$ cat src/rtl/bio_map.svh
`ifndef BIO_MAP_SVH
`define BIO_MAP_SVH
// Register byte offsets on the Avalon-MM slave
`define BIO_OFS_PA_DATA 6'h00
`define BIO_OFS_PA_DIR 6'h04
`define BIO_OFS_PA_PULL 6'h08
`define BIO_OFS_PA_WAKE 6'h0c
`define BIO_OFS_PB_DATA 6'h10
`define BIO_OFS_PB_DIR 6'h14
`define BIO_OFS_PB_PULL 6'h18
`define BIO_OFS_PC_DATA 6'h1c
`define BIO_OFS_PC_DIR 6'h20
`define BIO_OFS_PC_PULL 6'h24
`define BIO_OFS_FUNC 6'h28
`define BIO_OFS_LCD 6'h2c
`define BIO_OFS_CONV 6'h30
`define BIO_OFS_STAT 6'h34
`define BIO_OFS_MASK 6'h38
// Reset values and implemented-bit masks
`define BIO_RST_ONES 8'hff
`define BIO_RST_ZERO 8'h00
`define BIO_ALL_MASK 8'hff
`define BIO_PB_MASK 8'h3f
`define BIO_PA_PU_MASK 8'h7f
`define BIO_LCD_MASK 8'h0f
`define BIO_CONV_MASK 8'h0f
`define BIO_FUNC_MASK 8'h03
`define BIO_IRQ_MASK 8'h03
// Field positions
`define BIO_FUNC_PFD 0
`define BIO_FUNC_PWM 1
`define BIO_STAT_WAKE 0
`define BIO_STAT_INT 1
`define BIO_PIN_INT 3
`define BIO_PIN_TMR 4
`define BIO_PIN_PFD 5
`define BIO_PIN_PWM 6
// Clock
`define BIO_CLK_PERIOD_NS 40
`endif

$ cat src/rtl/bio_pkg.sv
package bio_pkg;
  // One port's pad drive, bit n drives pin n
  typedef struct packed {
    logic [7:0] out;
    logic [7:0] oe;
    logic [7:0] pull;
  } bio_pad_t;
  typedef enum logic [1:0] {
    bio_tm_off = 2'b00,
    bio_tm_event = 2'b01,
    bio_tm_timer = 2'b10,
    bio_tm_capt = 2'b11
  } bio_tmode_t;
endpackage

$ cat src/rtl/bio_sync.sv
`timescale 1ns/100ps
`default_nettype none
module bio_sync #(
  parameter int W = 8
) (
  input wire logic mclk,
  input wire logic rst,
  input wire logic [W-1:0] d,
  output logic [W-1:0] q
);
  logic [W-1:0] s1;
  logic [W-1:0] s2;
  logic [W-1:0] s3;
  // Idle high so reset never looks like a falling edge
  always_ff @(posedge mclk or posedge rst) begin
    if (rst) begin
      s1 <= '1;
      s2 <= '1;
      s3 <= '1;
      q <= '1;
    end else begin
      s1 <= d;
      s2 <= s1;
      s3 <= s2;
      q <= (s2 & s3) | (q & (s2 ^ s3));
    end
  end
endmodule
`default_nettype wire

$ cat src/rtl/bio_port.sv
`timescale 1ns/100ps
`default_nettype none
module bio_port #(
  parameter logic [7:0] IMPL = 8'hff,
  parameter logic [7:0] PU_MASK = 8'hff
) (
  input wire logic mclk,
  input wire logic rst,
  input wire logic [7:0] dir,
  input wire logic [7:0] latch,
  input wire logic [7:0] pull,
  input wire logic [7:0] analog,
  input wire logic [7:0] alt_en,
  input wire logic [7:0] alt_val,
  input wire logic [7:0] ovr_en,
  input wire logic [7:0] ovr_oe,
  input wire logic [7:0] ovr_out,
  output bio_pkg::bio_pad_t pad
);
  always_ff @(posedge mclk or posedge rst) begin
    if (rst) begin
      // Unimplemented pins never show a high latch
      pad.out <= IMPL;
      pad.oe <= '0;
      pad.pull <= '0;
    end else begin
      // Alternate outputs only win while the pin is an output
      pad.out <= IMPL & ((ovr_en & ovr_out) | (~ovr_en & alt_en & ~dir & alt_val)
                 | (~ovr_en & ~(alt_en & ~dir) & latch));
      pad.oe <= IMPL & ((ovr_en & ovr_oe) | (~ovr_en & ~dir));
      pad.pull <= IMPL & PU_MASK & pull & dir & ~analog & ~ovr_en;
    end
  end
endmodule
`default_nettype wire

$ cat src/rtl/bio_top.sv
// What this block does
// - Wake-enable bit arms wake on its pin
// - Direction one is input, zero is output
// - Pull-high bit connects the pin pull-up
// - Unimplemented register bits read as zero
// - Input pin data reads the pin level
// - Output pin data reads the latch
// - Interrupt pin feeds logic only as input
// - Timer pin feeds timer only as input in event and capture modes
// - Divider output drives pin only when output
// - PWM drives pin only when selected, output
// - Low port B pins become LCD commons
// - Analog channel forces the pull-up off
// - Reset sets data latches and directions high
// - Bit updates rewrite the whole port byte
// - Enabled port A falling edge wakes sleep
// - Pull-up only acts on input pins
// - Port A bit 7 has no pull-up
// - Latch holds until written again
`timescale 1ns/100ps
`default_nettype none
`include "bio_map.svh"
module bio_top (
  input wire logic mclk,
  input wire logic rst,
  input wire logic [5:0] avs_address,
  input wire logic avs_read,
  input wire logic avs_write,
  input wire logic [31:0] avs_writedata,
  input wire logic [3:0] avs_byteenable,
  output logic [31:0] avs_readdata,
  output logic avs_waitrequest,
  input wire logic [7:0] pa_pin_in,
  input wire logic [5:0] pb_pin_in,
  input wire logic [7:0] pc_pin_in,
  output bio_pkg::bio_pad_t pa_pad,
  output bio_pkg::bio_pad_t pb_pad,
  output bio_pkg::bio_pad_t pc_pad,
  input wire logic sleep,
  output logic wake_req,
  output logic int_pin,
  input wire bio_pkg::bio_tmode_t timer_mode,
  output logic timer_pin,
  input wire logic pfd_sig,
  input wire logic pwm_sig,
  input wire logic [3:0] lcd_com_level,
  input wire logic [3:0] lcd_com_full,
  output logic [3:0] pb_half_bias,
  output logic irq
);
  logic [7:0] pa_data;
  logic [7:0] pa_dir;
  logic [7:0] pa_pull;
  logic [7:0] pa_wake;
  logic [7:0] pb_data;
  logic [7:0] pb_dir;
  logic [7:0] pb_pull;
  logic [7:0] pc_data;
  logic [7:0] pc_dir;
  logic [7:0] pc_pull;
  logic [7:0] func;
  logic [7:0] lcd;
  logic [7:0] conv;
  logic [7:0] stat;
  logic [7:0] mask;
  logic [21:0] pins_sync;
  logic [7:0] pa_s;
  logic [7:0] pb_s;
  logic [7:0] pc_s;
  logic [7:0] pa_prev;
  logic [7:0] pa_fall;
  logic [7:0] rd_val;
  logic [7:0] wval;
  logic wr_go;
  logic wake_hit;
  logic int_fall;
  logic [7:0] alt_en;
  logic [7:0] alt_val;
  logic [7:0] next_stat;

  //////////////////////////////////////////////////////////////////////
  // Pin synchronisers
  bio_sync #(
    .W(22)
  ) u_sync (
    .mclk(mclk),
    .rst(rst),
    .d({pc_pin_in, pb_pin_in, pa_pin_in}),
    .q(pins_sync)
  );
  assign pa_s = pins_sync[7:0];
  assign pb_s = {2'b00, pins_sync[13:8]};
  assign pc_s = pins_sync[21:14];

  //////////////////////////////////////////////////////////////////////
  // Avalon-MM slave: one wait cycle for every access
  always_ff @(posedge mclk or posedge rst) begin
    if (rst) begin
      avs_waitrequest <= 1'b1;
    end else begin
      avs_waitrequest <= ~((avs_read | avs_write) & avs_waitrequest);
    end
  end

  // Write takes effect at the edge that sees waitrequest low
  assign wr_go = avs_write & ~avs_waitrequest & avs_byteenable[0];
  assign wval = avs_writedata[7:0];

  // Data register read: pin level for inputs, latch for outputs
  function automatic logic [7:0] port_read(input logic [7:0] dir, input logic [7:0] pin,
                                           input logic [7:0] latch, input logic [7:0] impl);
    port_read = impl & ((dir & pin) | (~dir & latch));
  endfunction

  always_comb begin
    rd_val = 8'h00;
    if (avs_address == `BIO_OFS_PA_DATA) begin
      rd_val = port_read(pa_dir, pa_s, pa_data, `BIO_ALL_MASK);
    end else if (avs_address == `BIO_OFS_PA_DIR) begin
      rd_val = pa_dir;
    end else if (avs_address == `BIO_OFS_PA_PULL) begin
      rd_val = pa_pull;
    end else if (avs_address == `BIO_OFS_PA_WAKE) begin
      rd_val = pa_wake;
    end else if (avs_address == `BIO_OFS_PB_DATA) begin
      rd_val = port_read(pb_dir, pb_s, pb_data, `BIO_PB_MASK);
    end else if (avs_address == `BIO_OFS_PB_DIR) begin
      rd_val = pb_dir;
    end else if (avs_address == `BIO_OFS_PB_PULL) begin
      rd_val = pb_pull;
    end else if (avs_address == `BIO_OFS_PC_DATA) begin
      rd_val = port_read(pc_dir, pc_s, pc_data, `BIO_ALL_MASK);
    end else if (avs_address == `BIO_OFS_PC_DIR) begin
      rd_val = pc_dir;
    end else if (avs_address == `BIO_OFS_PC_PULL) begin
      rd_val = pc_pull;
    end else if (avs_address == `BIO_OFS_FUNC) begin
      rd_val = func;
    end else if (avs_address == `BIO_OFS_LCD) begin
      rd_val = lcd;
    end else if (avs_address == `BIO_OFS_CONV) begin
      rd_val = conv;
    end else if (avs_address == `BIO_OFS_STAT) begin
      rd_val = stat;
    end else if (avs_address == `BIO_OFS_MASK) begin
      rd_val = mask;
    end
  end

  // Read data is captured while waitrequest is still high
  always_ff @(posedge mclk or posedge rst) begin
    if (rst) begin
      avs_readdata <= 32'h0000_0000;
    end else if (avs_read & avs_waitrequest) begin
      avs_readdata <= {24'h00_0000, rd_val};
    end
  end

  //////////////////////////////////////////////////////////////////////
  // Port registers; a bit update from software arrives as a full byte
  always_ff @(posedge mclk or posedge rst) begin
    if (rst) begin
      pa_data <= `BIO_RST_ONES;
      pb_data <= `BIO_PB_MASK;
      pc_data <= `BIO_RST_ONES;
    end else if (wr_go) begin
      if (avs_address == `BIO_OFS_PA_DATA) begin
        pa_data <= wval;
      end else if (avs_address == `BIO_OFS_PB_DATA) begin
        pb_data <= wval & `BIO_PB_MASK;
      end else if (avs_address == `BIO_OFS_PC_DATA) begin
        pc_data <= wval;
      end
    end
  end

  always_ff @(posedge mclk or posedge rst) begin
    if (rst) begin
      pa_dir <= `BIO_RST_ONES;
      pb_dir <= `BIO_PB_MASK;
      pc_dir <= `BIO_RST_ONES;
    end else if (wr_go) begin
      if (avs_address == `BIO_OFS_PA_DIR) begin
        pa_dir <= wval;
      end else if (avs_address == `BIO_OFS_PB_DIR) begin
        pb_dir <= wval & `BIO_PB_MASK;
      end else if (avs_address == `BIO_OFS_PC_DIR) begin
        pc_dir <= wval;
      end
    end
  end

  always_ff @(posedge mclk or posedge rst) begin
    if (rst) begin
      pa_pull <= `BIO_RST_ZERO;
      pb_pull <= `BIO_RST_ZERO;
      pc_pull <= `BIO_RST_ZERO;
      pa_wake <= `BIO_RST_ZERO;
    end else if (wr_go) begin
      if (avs_address == `BIO_OFS_PA_PULL) begin
        pa_pull <= wval & `BIO_PA_PU_MASK;
      end else if (avs_address == `BIO_OFS_PB_PULL) begin
        pb_pull <= wval & `BIO_PB_MASK;
      end else if (avs_address == `BIO_OFS_PC_PULL) begin
        pc_pull <= wval;
      end else if (avs_address == `BIO_OFS_PA_WAKE) begin
        pa_wake <= wval;
      end
    end
  end

  // Pin-function selects and interrupt mask
  always_ff @(posedge mclk or posedge rst) begin
    if (rst) begin
      func <= `BIO_RST_ZERO;
      lcd <= `BIO_RST_ZERO;
      conv <= `BIO_RST_ZERO;
      mask <= `BIO_RST_ZERO;
    end else if (wr_go) begin
      if (avs_address == `BIO_OFS_FUNC) begin
        func <= wval & `BIO_FUNC_MASK;
      end else if (avs_address == `BIO_OFS_LCD) begin
        lcd <= wval & `BIO_LCD_MASK;
      end else if (avs_address == `BIO_OFS_CONV) begin
        conv <= wval & `BIO_CONV_MASK;
      end else if (avs_address == `BIO_OFS_MASK) begin
        mask <= wval & `BIO_IRQ_MASK;
      end
    end
  end

  //////////////////////////////////////////////////////////////////////
  // Pad drivers
  always_comb begin
    alt_en = 8'h00;
    alt_val = 8'h00;
    alt_en[`BIO_PIN_PFD] = func[`BIO_FUNC_PFD];
    alt_val[`BIO_PIN_PFD] = pfd_sig;
    alt_en[`BIO_PIN_PWM] = func[`BIO_FUNC_PWM];
    alt_val[`BIO_PIN_PWM] = pwm_sig;
  end

  // Converter channels sit on the low four port A pins
  bio_port #(
    .IMPL(`BIO_ALL_MASK),
    .PU_MASK(`BIO_PA_PU_MASK)
  ) u_pa (
    .mclk(mclk),
    .rst(rst),
    .dir(pa_dir),
    .latch(pa_data),
    .pull(pa_pull),
    .analog(conv),
    .alt_en(alt_en),
    .alt_val(alt_val),
    .ovr_en(8'h00),
    .ovr_oe(8'h00),
    .ovr_out(8'h00),
    .pad(pa_pad)
  );

  bio_port #(
    .IMPL(`BIO_PB_MASK),
    .PU_MASK(`BIO_PB_MASK)
  ) u_pb (
    .mclk(mclk),
    .rst(rst),
    .dir(pb_dir),
    .latch(pb_data),
    .pull(pb_pull),
    .analog(8'h00),
    .alt_en(8'h00),
    .alt_val(8'h00),
    .ovr_en(lcd),
    .ovr_oe({4'h0, lcd_com_full}),
    .ovr_out({4'h0, lcd_com_level}),
    .pad(pb_pad)
  );

  bio_port #(
    .IMPL(`BIO_ALL_MASK),
    .PU_MASK(`BIO_ALL_MASK)
  ) u_pc (
    .mclk(mclk),
    .rst(rst),
    .dir(pc_dir),
    .latch(pc_data),
    .pull(pc_pull),
    .analog(8'h00),
    .alt_en(8'h00),
    .alt_val(8'h00),
    .ovr_en(8'h00),
    .ovr_oe(8'h00),
    .ovr_out(8'h00),
    .pad(pc_pad)
  );

  // A common that is not at full drive floats at mid-rail
  always_ff @(posedge mclk or posedge rst) begin
    if (rst) begin
      pb_half_bias <= 4'h0;
    end else begin
      pb_half_bias <= lcd[3:0] & ~lcd_com_full;
    end
  end

  //////////////////////////////////////////////////////////////////////
  // Peripheral inputs and wake-up
  always_ff @(posedge mclk or posedge rst) begin
    if (rst) begin
      pa_prev <= `BIO_RST_ONES;
    end else begin
      pa_prev <= pa_s;
    end
  end

  assign pa_fall = pa_prev & ~pa_s;
  assign wake_hit = sleep & |(pa_fall & pa_wake);
  assign int_fall = pa_dir[`BIO_PIN_INT] & pa_fall[`BIO_PIN_INT];

  // Idle levels are high so a gated pin never makes an edge
  always_ff @(posedge mclk or posedge rst) begin
    if (rst) begin
      int_pin <= 1'b1;
      timer_pin <= 1'b1;
      wake_req <= 1'b0;
    end else begin
      int_pin <= ~pa_dir[`BIO_PIN_INT] | pa_s[`BIO_PIN_INT];
      timer_pin <= ~(pa_dir[`BIO_PIN_TMR] & ((timer_mode == bio_pkg::bio_tm_event)
                   | (timer_mode == bio_pkg::bio_tm_capt))) | pa_s[`BIO_PIN_TMR];
      wake_req <= wake_hit;
    end
  end

  //////////////////////////////////////////////////////////////////////
  // Sticky status, set wins over a write-one clear
  always_comb begin
    next_stat = stat;
    if (wr_go && avs_address == `BIO_OFS_STAT) begin
      next_stat = stat & ~wval;
    end
    next_stat[`BIO_STAT_WAKE] = next_stat[`BIO_STAT_WAKE] | wake_hit;
    next_stat[`BIO_STAT_INT] = next_stat[`BIO_STAT_INT] | int_fall;
  end

  always_ff @(posedge mclk or posedge rst) begin
    if (rst) begin
      stat <= `BIO_RST_ZERO;
      irq <= 1'b0;
    end else begin
      stat <= next_stat;
      irq <= |(next_stat & mask);
    end
  end
endmodule
`default_nettype wire

$ cat config.mk
export PLATFORM = sky130hd
export DESIGN_NAME = bio_top
export DESIGN_NICKNAME = d
export VERILOG_FILES = /design/src/rtl/bio_pkg.sv /design/src/rtl/bio_sync.sv /design/src/rtl/bio_port.sv /design/src/rtl/bio_top.sv
export VERILOG_INCLUDE_DIRS = /design/src /design/src/rtl
export SDC_FILE = /design/constraint.sdc
export NUM_CORES = 1
export LEC_CHECK = 0
export BUFFER_PORTS_ARGS = -buffer_cell sky130_fd_sc_hd__buf_2
export CORE_UTILIZATION = 53
export DETAILED_ROUTE_END_ITERATION = 10
export PLACE_DENSITY = 0.77
export SLEW_MARGIN = 20
export SYNTH_ARGS = -nofsm -noshare
export SYNTH_HDL_FRONTEND = slang
export SYNTH_SLANG_ARGS = --single-unit
$ cat constraint.sdc
create_clock -name mclk -period 21.6 [get_ports mclk]
set_clock_uncertainty 0.2 [all_clocks]
set_input_delay 4.32 -clock mclk [delete_from_list [all_inputs] [get_ports mclk]]
set_output_delay 4.32 -clock mclk [all_outputs]
set_load 0.01 [all_outputs]
==> flow_metrics.py, run 1 <==
metrics = {
    "run_status": {
        "outcome": "finished, final reports clean",
    },
    "timing": {
        "drv_slew": 0,
        "grt_setup_unrepaired": "no",
        "worstMarginPinSlew_ps": 1008,
        "whs_ps": 153.7,
        "fmaxAchievable_mhz": 151.9,
        "finalCritPeriodShare_pct": 30.49,
        "period_needed_ps": 6585,
        "fin_setup_tns_ps": 0,
        "max_slew_margin_pct": 32.31,
        "setup_violations": 0,
        "hold_viol": 0,
    },
    "power": {
        "clockPowerShare_pct": 40.9,
        "p_sw_share_pct": 23.35,
        "p_int_w": 0.0008499,
        "p_sw_w": 0.0002589,
        "ir_drop_mv": 0.05492,
        "p_leak_nw": 5.810,
        "pwr-share-comb_pct": 7.4,
        "p_per_area_mw_per_mm2": 89.49,
        "finalPower_w": 0.001109,
        "p_seq_share_pct": 51.7,
    },
    "place": {
        "gp_congestion": 0.8889,
        "port_buffers": 134,
        "dp_hpwl_um": 16620,
    },
    "floorplan": {
        "fp-row-count": 51,
        "die_x_um": 144.2,
        "io_pins": 194,
        "fp.coreArea_mm2": 0.01965,
        "dieArea_mm2": 0.02080,
        "die_h_um": 144.2,
        "start_util_pct": 54.53,
    },
    "clocking": {
        "cts_tree": "done",
        "cts_num_sinks": 271,
        "post_cts_buffers": 0,
        "clock_latency_ps": 530,
        "clk_pin_slew_ps": 60,
        "cts_buffers": 27,
        "cts_max_level": 1,
        "cts_resized": 0,
        "cts_buffer_depth": 3,
        "cts_root_buffer": "clkbuf_16",
        "hold_buffers": 0,
    },
    "worst_setup_path": {
        "crit_type": "in -> reg",
        "start_kind": "input port",
        "worst-endpoint-required_ps": 21800,
        "crit_fanout": 29,
        "crit_path_end_kind": "flop",
        "crit_arrival_ps": 6790,
    },
    "synthesis": {
        "synth_seq_cells": 271,
        "synth_top_area_cell": "dfstp_2",
        "synth_area_leaders": "dfstp_2, dfrtp_1, mux2_2, ha_1, buf_4",
        "ys_seq_area_share_pct": 65.20,
        "synth_top_area_share_pct": 40.45,
        "synth_most_common_cell": "dfstp_2",
        "synth-async-reset-ratio_pct": 100.0,
        "synthCells": 793,
        "synth_cell_types": 65,
        "yosysWarnings": 0,
        "ys.flop_type": "dfstp_2",
        "synth_edf_count": 0,
        "syn_area_mm2": 0.01072,
        "syn-mean-instance-area_um2": 13.52,
        "synth_common_cells": "dfstp_2, dfrtp_1, mux2_2, nand2_1, o21ai_0",
    },
    "finish": {
        "antenna_cells": 0,
        "fillers": 1535,
        "nets": 1037,
        "area_delta_synth_final_pct": 15.61,
        "drive_gt1_share_pct": 46.12,
    },
    "grt": {
        "gr-total-overflow": 0,
        "grt_pass1_vias": 6759,
        "grt_pass1_wl_um": 38410,
        "grt.total_usage_pct": 24.95,
        "antenna_found_initial": 0,
        "grt_start_max_net_pins": 116,
    },
    "route": {
        "drcViolationCount": 0,
        "drtPass1Iterations": 5,
        "drtIter0Drc": 435,
        "wl_um": 24540,
        "viasPerCell": 5.482,
        "ant_nets": 0,
        "wl_per_cell_um": 20.13,
        "routed-via-count": 6683,
    },
    "job": {
        "drv_cap": 0,
    },
    "hold_path": {
        "hold_class": "reg -> reg",
    },
}
## sequential cells by signal, summed over array words and instances, names as in the netlist, 18 cells and up
signal and count:
u_sync.s3 22, u_pb.pad 18, u_sync.q 22, u_pa.pad 23, u_sync.s1 22, u_pc.pad 24, u_sync.s2 22
## power groups by stage
stage	Sequential, W	Clock (W)	Combinational, W
2_1_floorplan	0.000579	0	0.0000527
3_5_place_dp	0.000581	0	0.0000826
5_1_grt	0.000577	0.000484	0.0000925
4_1_cts	0.000573	0.000462	0.0000832
3_3_place_gp	0.000580	0	0.0000808
6_report	0.000573	0.000453	0.0000825
## cell type report
| type | count | area, um2 | area share, % |
|---|---|---|---|
| Timing Repair Buffer | 139 | 711.9 | 5.746 |
| Tap cell | 265 | 331.6 | 2.676 |
| Multi-Input combinational cell | 465 | 3381 | 27.28 |
| Sequential cell | 271 | 6988 | 56.40 |
| Inverter | 30 | 120.1 | 0.9694 |
| Clock inverter | 11 | 111.4 | 0.8987 |
| Clock buffer | 38 | 747.0 | 6.028 |
## stage by stage
stage	area (um2)	worst slack, ps	util (%)	instances
floorplan	10830	9886	-	823
detailed placement	11530	14530	58.66	1170
CTS	12390	15060	63.03	1219
finish	12390	15010	63.04	1219
global placement	11530	14560	58.66	1170
global route	12390	14910	63.04	1219
## layer usage
layer	part of all wire [%]	vias up	wire length, um	GRT usage, %
li1	-	3020	-	-
met2	47	263	11590	39.41
met5	0	-	0	0
met1	43	3351	10480	33.81
met3	7.1	49	1735	6.060
met4	3.0	0	732	8.587
## placed cells by master, fill, tap and decap left out, types with 12 or more instances in the layout
| cell | count |
|---|---|
| and2_1 | 16 |
| dfstp_2 | 165 |
| a21o_1 | 24 |
| mux2_2 | 80 |
| dfrtp_1 | 106 |
| clkbuf_16 | 27 |
| a21oi_1 | 35 |
| inv_1 | 29 |
| ha_1 | 22 |
| conb_1 | 31 |
| nand3_1 | 13 |
| nor2_1 | 27 |
| nand2_1 | 51 |
| buf_2 | 134 |
| mux2i_1 | 12 |
| o21ai_0 | 37 |
## worst max-delay path: stages
cell and delay, ps:
buf_2 450, nor4b_2 770, nand2_1 460, o22ai_1 290
o41ai_1 130, a221o_1 350
## path summary, 6_finish.rpt
check	endpoint	from	depth (start not counted)	slack (ps)
worst max register to register	pc_data[5]	avs_waitrequest	3	19230
worst max-delay path	avs_readdata[2]	avs_address[4]	6	15010
worst min register to register	u_sync.s2[18]	u_sync.s1[18]	0	150
max in group asynchronous	u_pa.pad[9]	rst	3	16100
worst min-delay path	u_sync.s2[18]	u_sync.s1[18]	0	150
min in group asynchronous	u_pc.pad[10]	rst	2	3740
## cell families after synthesis
logic type	synth area share, %
AO/OA/AOI/OAI	10.02
adder cells (fa/ha/maj)	2.568
buffers and inverters	4.308
flip-flops	65.20
multiplexers	9.526
other	0.03499
AND/OR/NAND/NOR	8.347
Power figures use the tool's default switching activity.
==> inputs of run 2 (changes only) <==
- CORE_UTILIZATION: 53 -> 50
- clock period: 21.6 -> 5.75 ns (I/O delays scaled with it)
==> run 2 against run 1 <==
Net effect: via count grew 0.60%; highest routed layer unchanged; sequential share of layout area down 0.69 points; global-route usage decreased by 2.2 points; count of clock-buffer cells in the layout increased by 9; power increased to 3.9 times the previous value; cell count grew 1.3%; critical endpoint is now irq.
==> flow_metrics.py, run 2 (same netlist as run 1, synthesis figures left out) <==
metrics = {
    "run_status": {
        "outcome": "finished, final reports clean",
    },
    "finish": {
        "drive_gt1_share_pct": 46.40,
        "reg.largest.list": "u_pc.pad x24, u_pa.pad x23",
        "nets": 1039,
        "area_delta_synth_final_pct": 17.04,
        "largest_reg_flops": 24,
        "top_register": "u_pc.pad",
        "layout_common_cells": "dfstp_2, buf_2, dfrtp_1",
        "mostFrequentLayoutCell": "dfstp_2",
        "design_area_mm2": 0.01254,
        "fillers": 1638,
    },
    "grt": {
        "grt_start_max_net_pins": 150,
        "grt_pass1_vias": 6750,
        "gr-total-overflow": 0,
        "grt.total_usage_pct": 22.80,
        "antenna_found_initial": 1,
        "grt_pass1_wl_um": 37920,
    },
    "timing": {
        "grt_setup_unrepaired": "no",
        "hold_viol": 0,
        "fmaxAchievable_mhz": 297.8,
        "max_slew_margin_pct": 31.43,
        "finalWorstSetupSlack_ps": 2392,
        "setup_violations": 0,
        "period_needed_ps": 3358,
        "worstMarginPinSlew_ps": 1021,
        "finalCritPeriodShare_pct": 58.40,
        "drv_slew": 0,
        "fin_setup_tns_ps": 0,
        "whs_ps": 151.9,
    },
    "place": {
        "dp_hpwl_um": 16540,
        "gp_congestion": 0.8853,
        "port_buffers": 134,
        "pre_cts_ws_ps": 1948,
        "dpl_cell_area_mm2": 0.01156,
    },
    "clocking": {
        "clock_latency_ps": 550,
        "hold_buffers": 0,
        "cts_tree": "done",
        "cts_root_buffer": "clkbuf_16",
        "clk_pin_slew_ps": 60,
        "post_cts_buffers": 0,
        "cts_max_level": 1,
        "cts_buffer_depth": 3,
        "cts_num_sinks": 271,
        "cts_resized": 0,
        "cts_buffers": 29,
    },
    "hold_path": {
        "hold_class": "reg -> reg",
    },
    "power": {
        "finalPower_w": 0.004312,
        "p_per_area_mw_per_mm2": 343.7,
        "p_leak_nw": 5.862,
        "ir_drop_mv": 0.2284,
    },
    "floorplan": {
        "start_util_pct": 50.99,
        "die_h_um": 148.4,
        "fp-row-count": 53,
        "fp.coreArea_mm2": 0.02102,
        "die_x_um": 148.4,
        "dieArea_mm2": 0.02203,
        "io_pins": 194,
    },
    "route": {
        "wl_um": 24270,
        "wl_per_cell_um": 19.65,
        "drtIter0Drc": 386,
        "drcViolationCount": 0,
        "ant_nets": 0,
        "drtPass1Iterations": 5,
        "routed-via-count": 6723,
        "viasPerCell": 5.444,
    },
    "worst_setup_path": {
        "crit_path_end_kind": "flop",
        "cp_slowest_cell": "nor2b_1",
        "critical_path.max_stage_delay_ps": 560,
        "crit_buf_inv": 1,
        "start_kind": "input port",
        "worst-endpoint-required_ps": 5990,
        "crit_arrival_ps": 3600,
        "crit_family": "simple AND/OR/NAND/NOR gates",
        "crit_fanout": 29,
        "crit_type": "in -> reg",
        "crit_chain": "buf_2 > nor2b_1 > and3_1 > and2_1 > nand2_1 > a21o_1 > a22o_1",
    },
    "job": {
        "drv_cap": 0,
    },
}
-- run 2: cell types whose count changed in the layout (fill, tap and decap cells not counted), sizes merged --
cell | previous run | this run
clkinvlp | 2 | 4
clkinv | 6 | 2
bufinv | 2 | 1
clkbuf | 38 | 47
diode | 0 | 1
inv | 31 | 30
-- run 2: cell type report --
type                    count  area, um2  share of cell area (%)
inverters                  30      116.4                  0.9276
multi-input cells         465       3381                   26.95
well taps                 275      344.1                   2.743
flip-flops and latches    271       6988                   55.71
clock buffers              47      904.6                   7.211
repair buffers            139      733.2                   5.845
diodes                      1      2.502                 0.01995
clock inverters             7      75.07                  0.5984
-- run 2: final timing paths --
| check | from | end | slack (ps) | depth (start not counted) |
|---|---|---|---|---|
| max | avs_address[4] | irq | 2390 | 7 |
| min | u_sync.s1[14] | u_sync.s2[14] | 150 | 0 |
| max reg2reg | avs_waitrequest | pc_data[5] | 3410 | 3 |
| min reg2reg | u_sync.s1[14] | u_sync.s2[14] | 150 | 0 |
| max in group asynchronous | rst | wake_req | 4100 | 3 |
| min in group asynchronous | rst | lcd[2] | 630 | 3 |
-- run 2: worst register-to-register path: cells and delay by family (launching register included) --
kind          cells  cell delay (ps)
mux               1              530
simple gates      2             1130
flops             1              390
-- run 2: where the power goes --
part	switching, W	internal (W)	total, W
Sequential	0.0000720	0.00208	0.00215
Clock	0.000731	0.00112	0.00185
Combinational	0.000190	0.000119	0.000310
Total	0.000994	0.00332	0.00431
-- run 2: layer usage --
layer	global-route usage [%]	routed length, um	up-vias
met4	7.577	544	0
met1	31.18	10430	3420
li1	-	-	3029
met3	4.294	1629	39
met2	36.78	11660	235
met5	0	0	-
-- run 2: metrics by stage --
stage | cells | utilization (%)
6_report | 1235 | 59.68
5_1_grt | 1235 | 59.68
4_1_cts | 1234 | 59.66
3_5_place_dp | 1180 | 55.00
3_3_place_gp | 1180 | 55.00
2_1_floorplan | 823 | -
